===== src/shared/cmb_pkg.sv =====
// Package with the message buffer layout, register map, bus responses and frame builder states.
package cmb_pkg;
	// Buffer word zero field layout.
	localparam int          CMB_W0_STD_HI    = 12;
	localparam int          CMB_W0_STD_LO    = 2;
	localparam int          CMB_W0_RTR_BIT   = 1;
	localparam int          CMB_W0_XID_BIT   = 0;
	localparam logic [15:0] CMB_W0_MASK      = 16'h1FFF;
	// Buffer word one field layout.
	localparam int          CMB_W1_EXT_HI    = 11;
	localparam logic [15:0] CMB_W1_MASK      = 16'h0FFF;
	// Buffer count and buffer index width.
	localparam int          CMB_NBUF         = 8;
	localparam int          CMB_IDX_W        = 3;
	// Register byte offsets on the bus.
	localparam logic [7:0]  CMB_OFF_CTRL     = 8'h00;
	localparam logic [7:0]  CMB_OFF_STATUS   = 8'h04;
	localparam logic [7:0]  CMB_OFF_FRAME_ID = 8'h08;
	localparam logic [7:0]  CMB_OFF_BUF_BASE = 8'h40;
	// Control register fields.
	localparam int          CMB_CTRL_GO_BIT  = 0;
	localparam int          CMB_CTRL_IDX_LO  = 8;
	// Status register fields.
	localparam int          CMB_ST_BUSY_BIT  = 0;
	localparam int          CMB_ST_DONE_BIT  = 1;
	localparam int          CMB_ST_XID_BIT   = 2;
	localparam int          CMB_ST_RTR_BIT   = 3;
	localparam int          CMB_ST_BAD_BIT   = 4;
	// Bus responses.
	localparam logic [1:0]  CMB_RESP_OKAY    = 2'h0;
	localparam logic [1:0]  CMB_RESP_SLVERR  = 2'h2;
	// Frame builder states.
	typedef enum logic [1:0] {CMB_IDLE, CMB_FETCH0, CMB_FETCH1, CMB_BUILD} cmb_state_t;
endpackage


===== src/hdl/cmb_id_build.sv =====
// Frame identifier builder that turns the two buffer words into a frame header.
`timescale 1ns/100ps
module cmb_id_build
	import cmb_pkg::*;
(
	input  wire logic        clk,
	input  wire logic        rst_b,
	input  wire logic        load,
	input  wire logic [15:0] word0,
	input  wire logic [15:0] word1,
	output logic      [28:0] frame_id,
	output logic             ext_fmt,
	output logic             remote_req,
	output logic             srr_bad
);
	logic [10:0] std_identifier;
	logic [11:0] ext_identifier_bits;

	// Field extraction from the stored words.
	assign std_identifier      = word0[CMB_W0_STD_HI:CMB_W0_STD_LO]; // RQ2
	assign ext_identifier_bits = word1[CMB_W1_EXT_HI:0]; // RQ6

	// Registered header; low six extended bits live in a word not held here and read zero.
	always_ff @(posedge clk or negedge rst_b)
	begin
		if (!rst_b)
		begin
			frame_id   <= 29'h0000000;
			ext_fmt    <= 1'b0;
			remote_req <= 1'b0;
			srr_bad    <= 1'b0;
		end
		else if (load)
		begin
			ext_fmt <= word0[CMB_W0_XID_BIT]; // RQ5
			if (word0[CMB_W0_XID_BIT])
				frame_id <= {std_identifier, ext_identifier_bits, 6'h00}; // RQ7
			else
				frame_id <= {18'h00000, std_identifier};
			remote_req <= !word0[CMB_W0_XID_BIT] && word0[CMB_W0_RTR_BIT]; // RQ3
			srr_bad    <= word0[CMB_W0_XID_BIT] && !word0[CMB_W0_RTR_BIT]; // RQ4
		end
	end

	a_ext_id_place: assert property (@(posedge clk) disable iff (!rst_b)
		load && word0[0] |=> frame_id[28:18] == $past(word0[12:2])) // RQ7
		else $error("Standard identifier not placed on top of extended id.");
	a_rtr_gate: assert property (@(posedge clk) disable iff (!rst_b)
		load && word0[0] |=> !remote_req) // RQ3
		else $error("Remote request raised for an extended frame.");
	a_std_frame: assert property (@(posedge clk) disable iff (!rst_b)
		load && !word0[0] |=> !ext_fmt && frame_id[10:0] == $past(word0[12:2])) // RQ5
		else $error("Standard frame header wrong.");
	a_ext_bits: assert property (@(posedge clk) disable iff (!rst_b)
		load && word0[0] |=> frame_id[17:6] == $past(word1[11:0])) // RQ6
		else $error("Extended identifier bits misplaced.");
endmodule


===== src/hdl/cmb_engine.sv =====
// Message buffer RAM with AXI4-Lite access and the identifier fetch engine.
`timescale 1ns/100ps
// Function
// RQ1: Buffers are plain RAM words written by software, which picks the buffer used.
// RQ2: Word zero holds the standard identifier in bits 12..2; bits 15..13 read zero.
// RQ3: With standard format, word zero bit 1 set requests remote transmission.
// RQ4: Software must set bit 1 whenever it marks a buffer extended.
// RQ5: Word zero bit 0 chooses extended (one) or standard (zero) identifier.
// RQ6: Word one bits 11..0 hold extended bits 17..6; bits 15..12 read zero.
// RQ7: Extended frames put standard identifier on top, then extended bits 17..0; the code puts zeros in bits 5..0.
module cmb_engine
	import cmb_pkg::*;
(
	input  wire logic        clk,
	input  wire logic        rst_b,
	input  wire logic [7:0]  s_axi_awaddr,
	input  wire logic        s_axi_awvalid,
	output logic             s_axi_awready,
	input  wire logic [31:0] s_axi_wdata,
	input  wire logic [3:0]  s_axi_wstrb,
	input  wire logic        s_axi_wvalid,
	output logic             s_axi_wready,
	output logic [1:0]       s_axi_bresp,
	output logic             s_axi_bvalid,
	input  wire logic        s_axi_bready,
	input  wire logic [7:0]  s_axi_araddr,
	input  wire logic        s_axi_arvalid,
	output logic             s_axi_arready,
	output logic [31:0]      s_axi_rdata,
	output logic [1:0]       s_axi_rresp,
	output logic             s_axi_rvalid,
	input  wire logic        s_axi_rready,
	output logic [28:0]      frame_id,
	output logic             frame_ext,
	output logic             frame_remote,
	output logic             frame_valid
);
	logic [15:0]          buf_mem [0:2*CMB_NBUF-1];
	logic [7:0]           aw_q;
	logic                 aw_have_q;
	logic [31:0]          w_q;
	logic [3:0]           ws_q;
	logic                 w_have_q;
	logic [CMB_IDX_W-1:0] idx_q;
	logic                 done_q;
	logic                 go_pulse;
	cmb_state_t           state_q;
	logic [15:0]          w0_q;
	logic [15:0]          w1_q;
	logic                 srr_bad;
	logic                 do_write;
	logic                 buf_hit_w;
	logic [3:0]           buf_slot_w;
	logic [31:0]          rd_d;
	logic [1:0]           rresp_d;

	assign s_axi_awready = !aw_have_q && !s_axi_bvalid;
	assign s_axi_wready  = !w_have_q && !s_axi_bvalid;
	assign s_axi_arready = !s_axi_rvalid;
	assign do_write      = aw_have_q && w_have_q;
	assign buf_hit_w     = aw_q >= CMB_OFF_BUF_BASE && aw_q < CMB_OFF_BUF_BASE + 8'(8 * CMB_NBUF);
	assign buf_slot_w    = 4'((aw_q - CMB_OFF_BUF_BASE) >> 2);
	assign go_pulse      = do_write && aw_q == CMB_OFF_CTRL && ws_q[0] && w_q[CMB_CTRL_GO_BIT];
	assign frame_valid   = done_q;

	// Address and data capture in either order.
	always_ff @(posedge clk or negedge rst_b)
	begin
		if (!rst_b)
		begin
			aw_have_q <= 1'b0;
			w_have_q  <= 1'b0;
			aw_q      <= 8'h00;
			w_q       <= 32'h00000000;
			ws_q      <= 4'h0;
		end
		else
		begin
			if (s_axi_awvalid && s_axi_awready)
			begin
				aw_have_q <= 1'b1;
				aw_q      <= s_axi_awaddr;
			end
			else if (do_write)
				aw_have_q <= 1'b0;
			if (s_axi_wvalid && s_axi_wready)
			begin
				w_have_q <= 1'b1;
				w_q      <= s_axi_wdata;
				ws_q     <= s_axi_wstrb;
			end
			else if (do_write)
				w_have_q <= 1'b0;
		end
	end

	// Write response; addresses other than the buffers and the control register answer with an error.
	always_ff @(posedge clk or negedge rst_b)
	begin
		if (!rst_b)
		begin
			s_axi_bvalid <= 1'b0;
			s_axi_bresp  <= CMB_RESP_OKAY;
		end
		else if (do_write)
		begin
			s_axi_bvalid <= 1'b1;
			s_axi_bresp  <= (buf_hit_w || aw_q == CMB_OFF_CTRL) ? CMB_RESP_OKAY : CMB_RESP_SLVERR;
		end
		else if (s_axi_bready)
			s_axi_bvalid <= 1'b0;
	end

	// Buffer RAM: software writes words directly; unimplemented top bits are never stored.
	always_ff @(posedge clk)
	begin
		if (do_write && buf_hit_w)
		begin
			if (ws_q[0])
				buf_mem[buf_slot_w][7:0] <= w_q[7:0]; // RQ1
			if (ws_q[1])
				buf_mem[buf_slot_w][15:8] <= w_q[15:8] & (buf_slot_w[0] ? CMB_W1_MASK[15:8] : CMB_W0_MASK[15:8]); // RQ2 RQ6
		end
	end

	// Control register: buffer index chosen by software.
	always_ff @(posedge clk or negedge rst_b)
	begin
		if (!rst_b)
			idx_q <= '0;
		else if (do_write && aw_q == CMB_OFF_CTRL && ws_q[1])
			idx_q <= w_q[CMB_CTRL_IDX_LO +: CMB_IDX_W]; // RQ1
	end

	// Fetch engine reads both words of the selected buffer from RAM.
	always_ff @(posedge clk or negedge rst_b)
	begin
		if (!rst_b)
		begin
			state_q <= CMB_IDLE;
			done_q  <= 1'b0;
			w0_q    <= 16'h0000;
			w1_q    <= 16'h0000;
		end
		else
		begin
			unique case (state_q)
				CMB_IDLE:
				begin
					if (go_pulse)
					begin
						state_q <= CMB_FETCH0;
						done_q  <= 1'b0;
					end
				end
				CMB_FETCH0:
				begin
					w0_q    <= buf_mem[{idx_q, 1'b0}];
					state_q <= CMB_FETCH1;
				end
				CMB_FETCH1:
				begin
					w1_q    <= buf_mem[{idx_q, 1'b1}];
					state_q <= CMB_BUILD;
				end
				CMB_BUILD:
				begin
					done_q  <= 1'b1;
					state_q <= CMB_IDLE;
				end
			endcase
		end
	end

	// Header builder.
	cmb_id_build u_build (
		.clk        (clk),
		.rst_b      (rst_b),
		.load       (state_q == CMB_BUILD),
		.word0      (w0_q),
		.word1      (w1_q),
		.frame_id   (frame_id),
		.ext_fmt    (frame_ext),
		.remote_req (frame_remote),
		.srr_bad    (srr_bad)
	);

	// Read mux; buffer words read with unimplemented bits as zero.
	always_comb
	begin
		rd_d    = 32'h00000000;
		rresp_d = CMB_RESP_OKAY;
		if (s_axi_araddr >= CMB_OFF_BUF_BASE && s_axi_araddr < CMB_OFF_BUF_BASE + 8'(8 * CMB_NBUF))
			rd_d = {16'h0000, buf_mem[4'((s_axi_araddr - CMB_OFF_BUF_BASE) >> 2)]};
		else if (s_axi_araddr == CMB_OFF_CTRL)
			rd_d = {21'h000000, idx_q, 8'h00};
		else if (s_axi_araddr == CMB_OFF_STATUS)
			rd_d = {27'h0000000, srr_bad, frame_remote, frame_ext, done_q, state_q != CMB_IDLE};
		else if (s_axi_araddr == CMB_OFF_FRAME_ID)
			rd_d = {3'h0, frame_id};
		else
			rresp_d = CMB_RESP_SLVERR;
	end

	// Read response register.
	always_ff @(posedge clk or negedge rst_b)
	begin
		if (!rst_b)
		begin
			s_axi_rvalid <= 1'b0;
			s_axi_rdata  <= 32'h00000000;
			s_axi_rresp  <= CMB_RESP_OKAY;
		end
		else if (s_axi_arvalid && s_axi_arready)
		begin
			s_axi_rvalid <= 1'b1;
			s_axi_rdata  <= rd_d;
			s_axi_rresp  <= rresp_d;
		end
		else if (s_axi_rready)
			s_axi_rvalid <= 1'b0;
	end

	a_go_done: assert property (@(posedge clk) disable iff (!rst_b)
		go_pulse && state_q == CMB_IDLE |=> !done_q ##3 done_q) // RQ1
		else $error("Fetch did not finish in four cycles.");
	// Any buffer word read back: address bit 2 tells word zero from word one.
	a_w0_top_zero: assert property (@(posedge clk) disable iff (!rst_b) // RQ2
		$rose(s_axi_rvalid) && $past(s_axi_araddr) >= CMB_OFF_BUF_BASE && $past(s_axi_araddr[2]) == 1'b0
		|-> s_axi_rdata[15:13] == 3'h0)
		else $error("Word zero top bits not zero.");
	a_w1_top_zero: assert property (@(posedge clk) disable iff (!rst_b) // RQ6
		$rose(s_axi_rvalid) && $past(s_axi_araddr) >= CMB_OFF_BUF_BASE && $past(s_axi_araddr[2]) == 1'b1
		|-> s_axi_rdata[15:12] == 4'h0)
		else $error("Word one top bits not zero.");
	a_resp_after: assert property (@(posedge clk) disable iff (!rst_b)
		do_write |=> s_axi_bvalid) // RQ1
		else $error("No write response after write.");
endmodule


===== config.mk =====
export PLATFORM = sky130hd
export DESIGN_NAME = cmb_engine
export DESIGN_NICKNAME = d
export VERILOG_FILES = /design/src/shared/cmb_pkg.sv /design/src/hdl/cmb_id_build.sv /design/src/hdl/cmb_engine.sv
export SDC_FILE = /design/constraint.sdc
export NUM_CORES = 1
export LEC_CHECK = 0
export ABC_CLOCK_PERIOD_IN_PS = 3100
export BUFFER_PORTS_ARGS = -buffer_cell sky130_fd_sc_hd__buf_2
export CAP_MARGIN = 20
export CORE_AREA = 4 4 192 138
export CTS_CLUSTER_SIZE = 40
export DETAILED_ROUTE_END_ITERATION = 10
export DIE_AREA = 0 0 196 142
export PLACE_DENSITY = 0.8
export SYNTH_ARGS = -nofsm -noshare
export SYNTH_HDL_FRONTEND = slang
export SYNTH_SLANG_ARGS = --single-unit

===== constraint.sdc =====
create_clock -name clk -period 3.1 [get_ports clk]
set_input_delay 0.775 -clock clk [delete_from_list [all_inputs] [get_ports clk]]
set_output_delay 0.775 -clock clk [all_outputs]
set_load 0.005 [all_outputs]

==> impl_metrics.yaml <==
status:
  status: "finished clean"
cts:
  clock-sinks: 329
  clkLatencyLatePin_ns: 0.57
  cts-buffers-inserted: 30
  hold_buffers: 0
  htreeDepth: 1
  cts-root-buf: "clkbuf_16"
  cts_setup_buffers: 0
  cts_tree: "done"
  cts_resized: 0
  cts_buffer_depth: 3
  clkTransAtPathRegs_ns: 0.06
yosys:
  yosysTopAreaCell: "edfxtp_1"
  synth.area.top_cells: "edfxtp_1 43%, dfrtp_1 21%, mux4_2 13%"
  synth.distinct_cells: 52
  synth_edf_count: 208
  yosysWarnings: 0
  synth_common_cells: "208 x edfxtp_1, 121 x dfrtp_1, 87 x mux4_2"
  async_reset_ff_frac: 0.368
  synthFlopType: "edfxtp_1"
  postSynthAreaPerCell_um2: 15.4
  yosysMostFrequentCell: "edfxtp_1"
  ys_seq_elements: 329
  syn_inst: 950
  yosysTopAreaCellShare: 0.426
  syn_area_um2: 14700
  yosysSeqAreaShare: 0.632
timing:
  tightest_slew_ns: 1.05
  finClkSkew_ns: 0.0118
  min_period_ns: 2.21
  finalSetupViolCount: 0
  final-max-slew-violation-count: 0
  tns_ns: 0
  fin_crit_sh: 0.714
  timing.fmax_mhz: 452
  hold_viol: 0
  max_slew_margin: 0.300
  rsz0062_at_grt: "false"
floorplan:
  io-pin-count: 132
  die_y_um: 142
  rows: 48
  dieArea_um2: 27800
  core_area_um2: 24500
  die_x_um: 196
  start_util: 0.599
setup_path:
  path_buf_inv: 1
  worstSetupEndpointType: "register"
  crit_type: "register to register"
  startpoint_type: "register"
  critical_path.top_delay_family: "multiplexers"
  max_stage_delay_ns: 0.57
  cp_max_fo: 42
  cp_data_arrival_time_ns: 2.62
  path_cells: "buf_12 -> mux4_2 -> mux2i_1 -> a21oi_1"
  cp_data_required_time_ns: 3.50
  critPathSlowestCell: "dfrtp_4"
route:
  via_per_inst: 6.27
  dr.first_iter.drc_count: 1161
  postRouteAntennaNets: 0
  routed_wl_um: 35500
  wl_per_cell_um: 25.2
  post-route-drc-count: 0
  vias: 8827
  dr.pass1.iters: 5
global_route:
  antenna_found_initial: 0
  grt_pass1_wl_um: 54500
  grt_use_total: 0.259
  grt_max_degree: 66
  grt_pass1_vias: 8760
  grt_overflow_total: 0
worst_hold_path:
  hp-class: "input port to async pin"
power:
  p_per_area_nw_per_um2: 764
  ir_drop_v: 0.000724
  p_leak_uw: 0.00617
job:
  maxCapViolations: 0
final_layout:
  final_util: 0.677
  diodes: 0
  multi_input_area_um2: 4900
  area_growth_pct: 13.0
  register_area_um2: 9280
  layout-drive-gt1-share: 0.298
  nets: 1122
  n_fill_cell: 1660
placement:
  dp_hpwl_um: 24100
  io_buffers: 105
  gp_congestion: 0.859
## cell families after synthesis
logic type                 count (synthesis)  share of synthesized area
muxes                                    192                      0.209
AOI/OAI and AO/OA                        132                     0.0583
and+or+nand+nor                          188                     0.0613
adders and majority gates                  4                    0.00341
buffers and inverters                    104                     0.0352
DFF                                      329                      0.632
other                                      1                   0.000256
## per-stage QoR
step | hold slack [ns] | area, µm² | worst slack, ns | total power [µW] | cells
2_1_floorplan | 0.458 | 14700 | 0.951 | 7950 | 954
3_3_place_gp | 0.476 | 15600 | 0.428 | 8880 | 1352
3_5_place_dp | 0.487 | 15600 | 0.421 | 9000 | 1352
4_1_cts | 0.267 | 16600 | 0.859 | 12700 | 1408
5_1_grt | 0.295 | 16600 | 0.740 | 13300 | 1408
6_report | 0.255 | 16600 | 0.886 | 12700 | 1408
## layout by cell type, fill, tap and decap left out, drive strengths merged, types with 3 or more instances in the layout
| cell type | instances |
|---|---|
| buf | 143 |
| mux2i | 69 |
| a22oi | 5 |
| inv | 34 |
| bufinv | 3 |
| nand2 | 31 |
| and2 | 7 |
| o21ai | 29 |
| mux4 | 88 |
| clkinvlp | 3 |
| ha | 4 |
| mux2 | 35 |
| nor2b | 7 |
| a21oi | 47 |
| clkbuf | 40 |
| nand2b | 4 |
| nor3 | 8 |
| nand3b | 8 |
| nand3 | 26 |
| edfxtp | 208 |
| a211oi | 3 |
| conb | 5 |
| nor4 | 3 |
| nor2 | 83 |
| a22o | 21 |
| a31oi | 10 |
| clkinv | 10 |
| dfrtp | 121 |
## cell type report
cell class	instances	share of cell area
Inverter	34	0.00770
Timing Repair Buffer	143	0.0530
Tap cell	325	0.0245
Clock buffer	40	0.0500
Clock inverter	16	0.00996
Sequential cell	329	0.560
Multi-Input combinational cell	521	0.295
## state kept, by name, indices dropped and copies added (netlist names), 2 cells and up
signal            count
buf_mem             208
idx_q                 3
w1_q                 12
w0_q                 13
u_build.frame_id     29
state_q               2
aw_q                  8
w_q                  13
ws_q                  2
s_axi_rdata          29
## metal layers
metal	share of wire	track usage
met1	0.42	0.406
met4	0.015	0.0448
met5	0	0
met2	0.43	0.380
met3	0.13	0.0665
## power by group
part	switching, µW	internal [µW]
combinational	1260	1030
sequential	940	5720
clock	1600	2120
## worst register-to-register path, cell delays in order, from the launching register on
cell and delay (ns):
dfrtp_4 0.57, buf_12 0.37, mux4_2 0.56, mux2i_1 0.43
a21oi_1 0.13
## final timing paths
kind	endpoint	slack, ns	from	cells past startpoint
max	w0_q[6]	0.89	idx_q[0]	4
min	s_axi_rdata[17]	0.25	rst_b	1
max reg2reg	w0_q[6]	0.89	idx_q[0]	4
min reg2reg	s_axi_rdata[16]	0.50	s_axi_rdata[16]	1
max in group asynchronous	s_axi_rdata[19]	2.18	rst_b	2
min in group clk	s_axi_bvalid	0.38	s_axi_bready	2
Power figures use the tool's default switching activity.
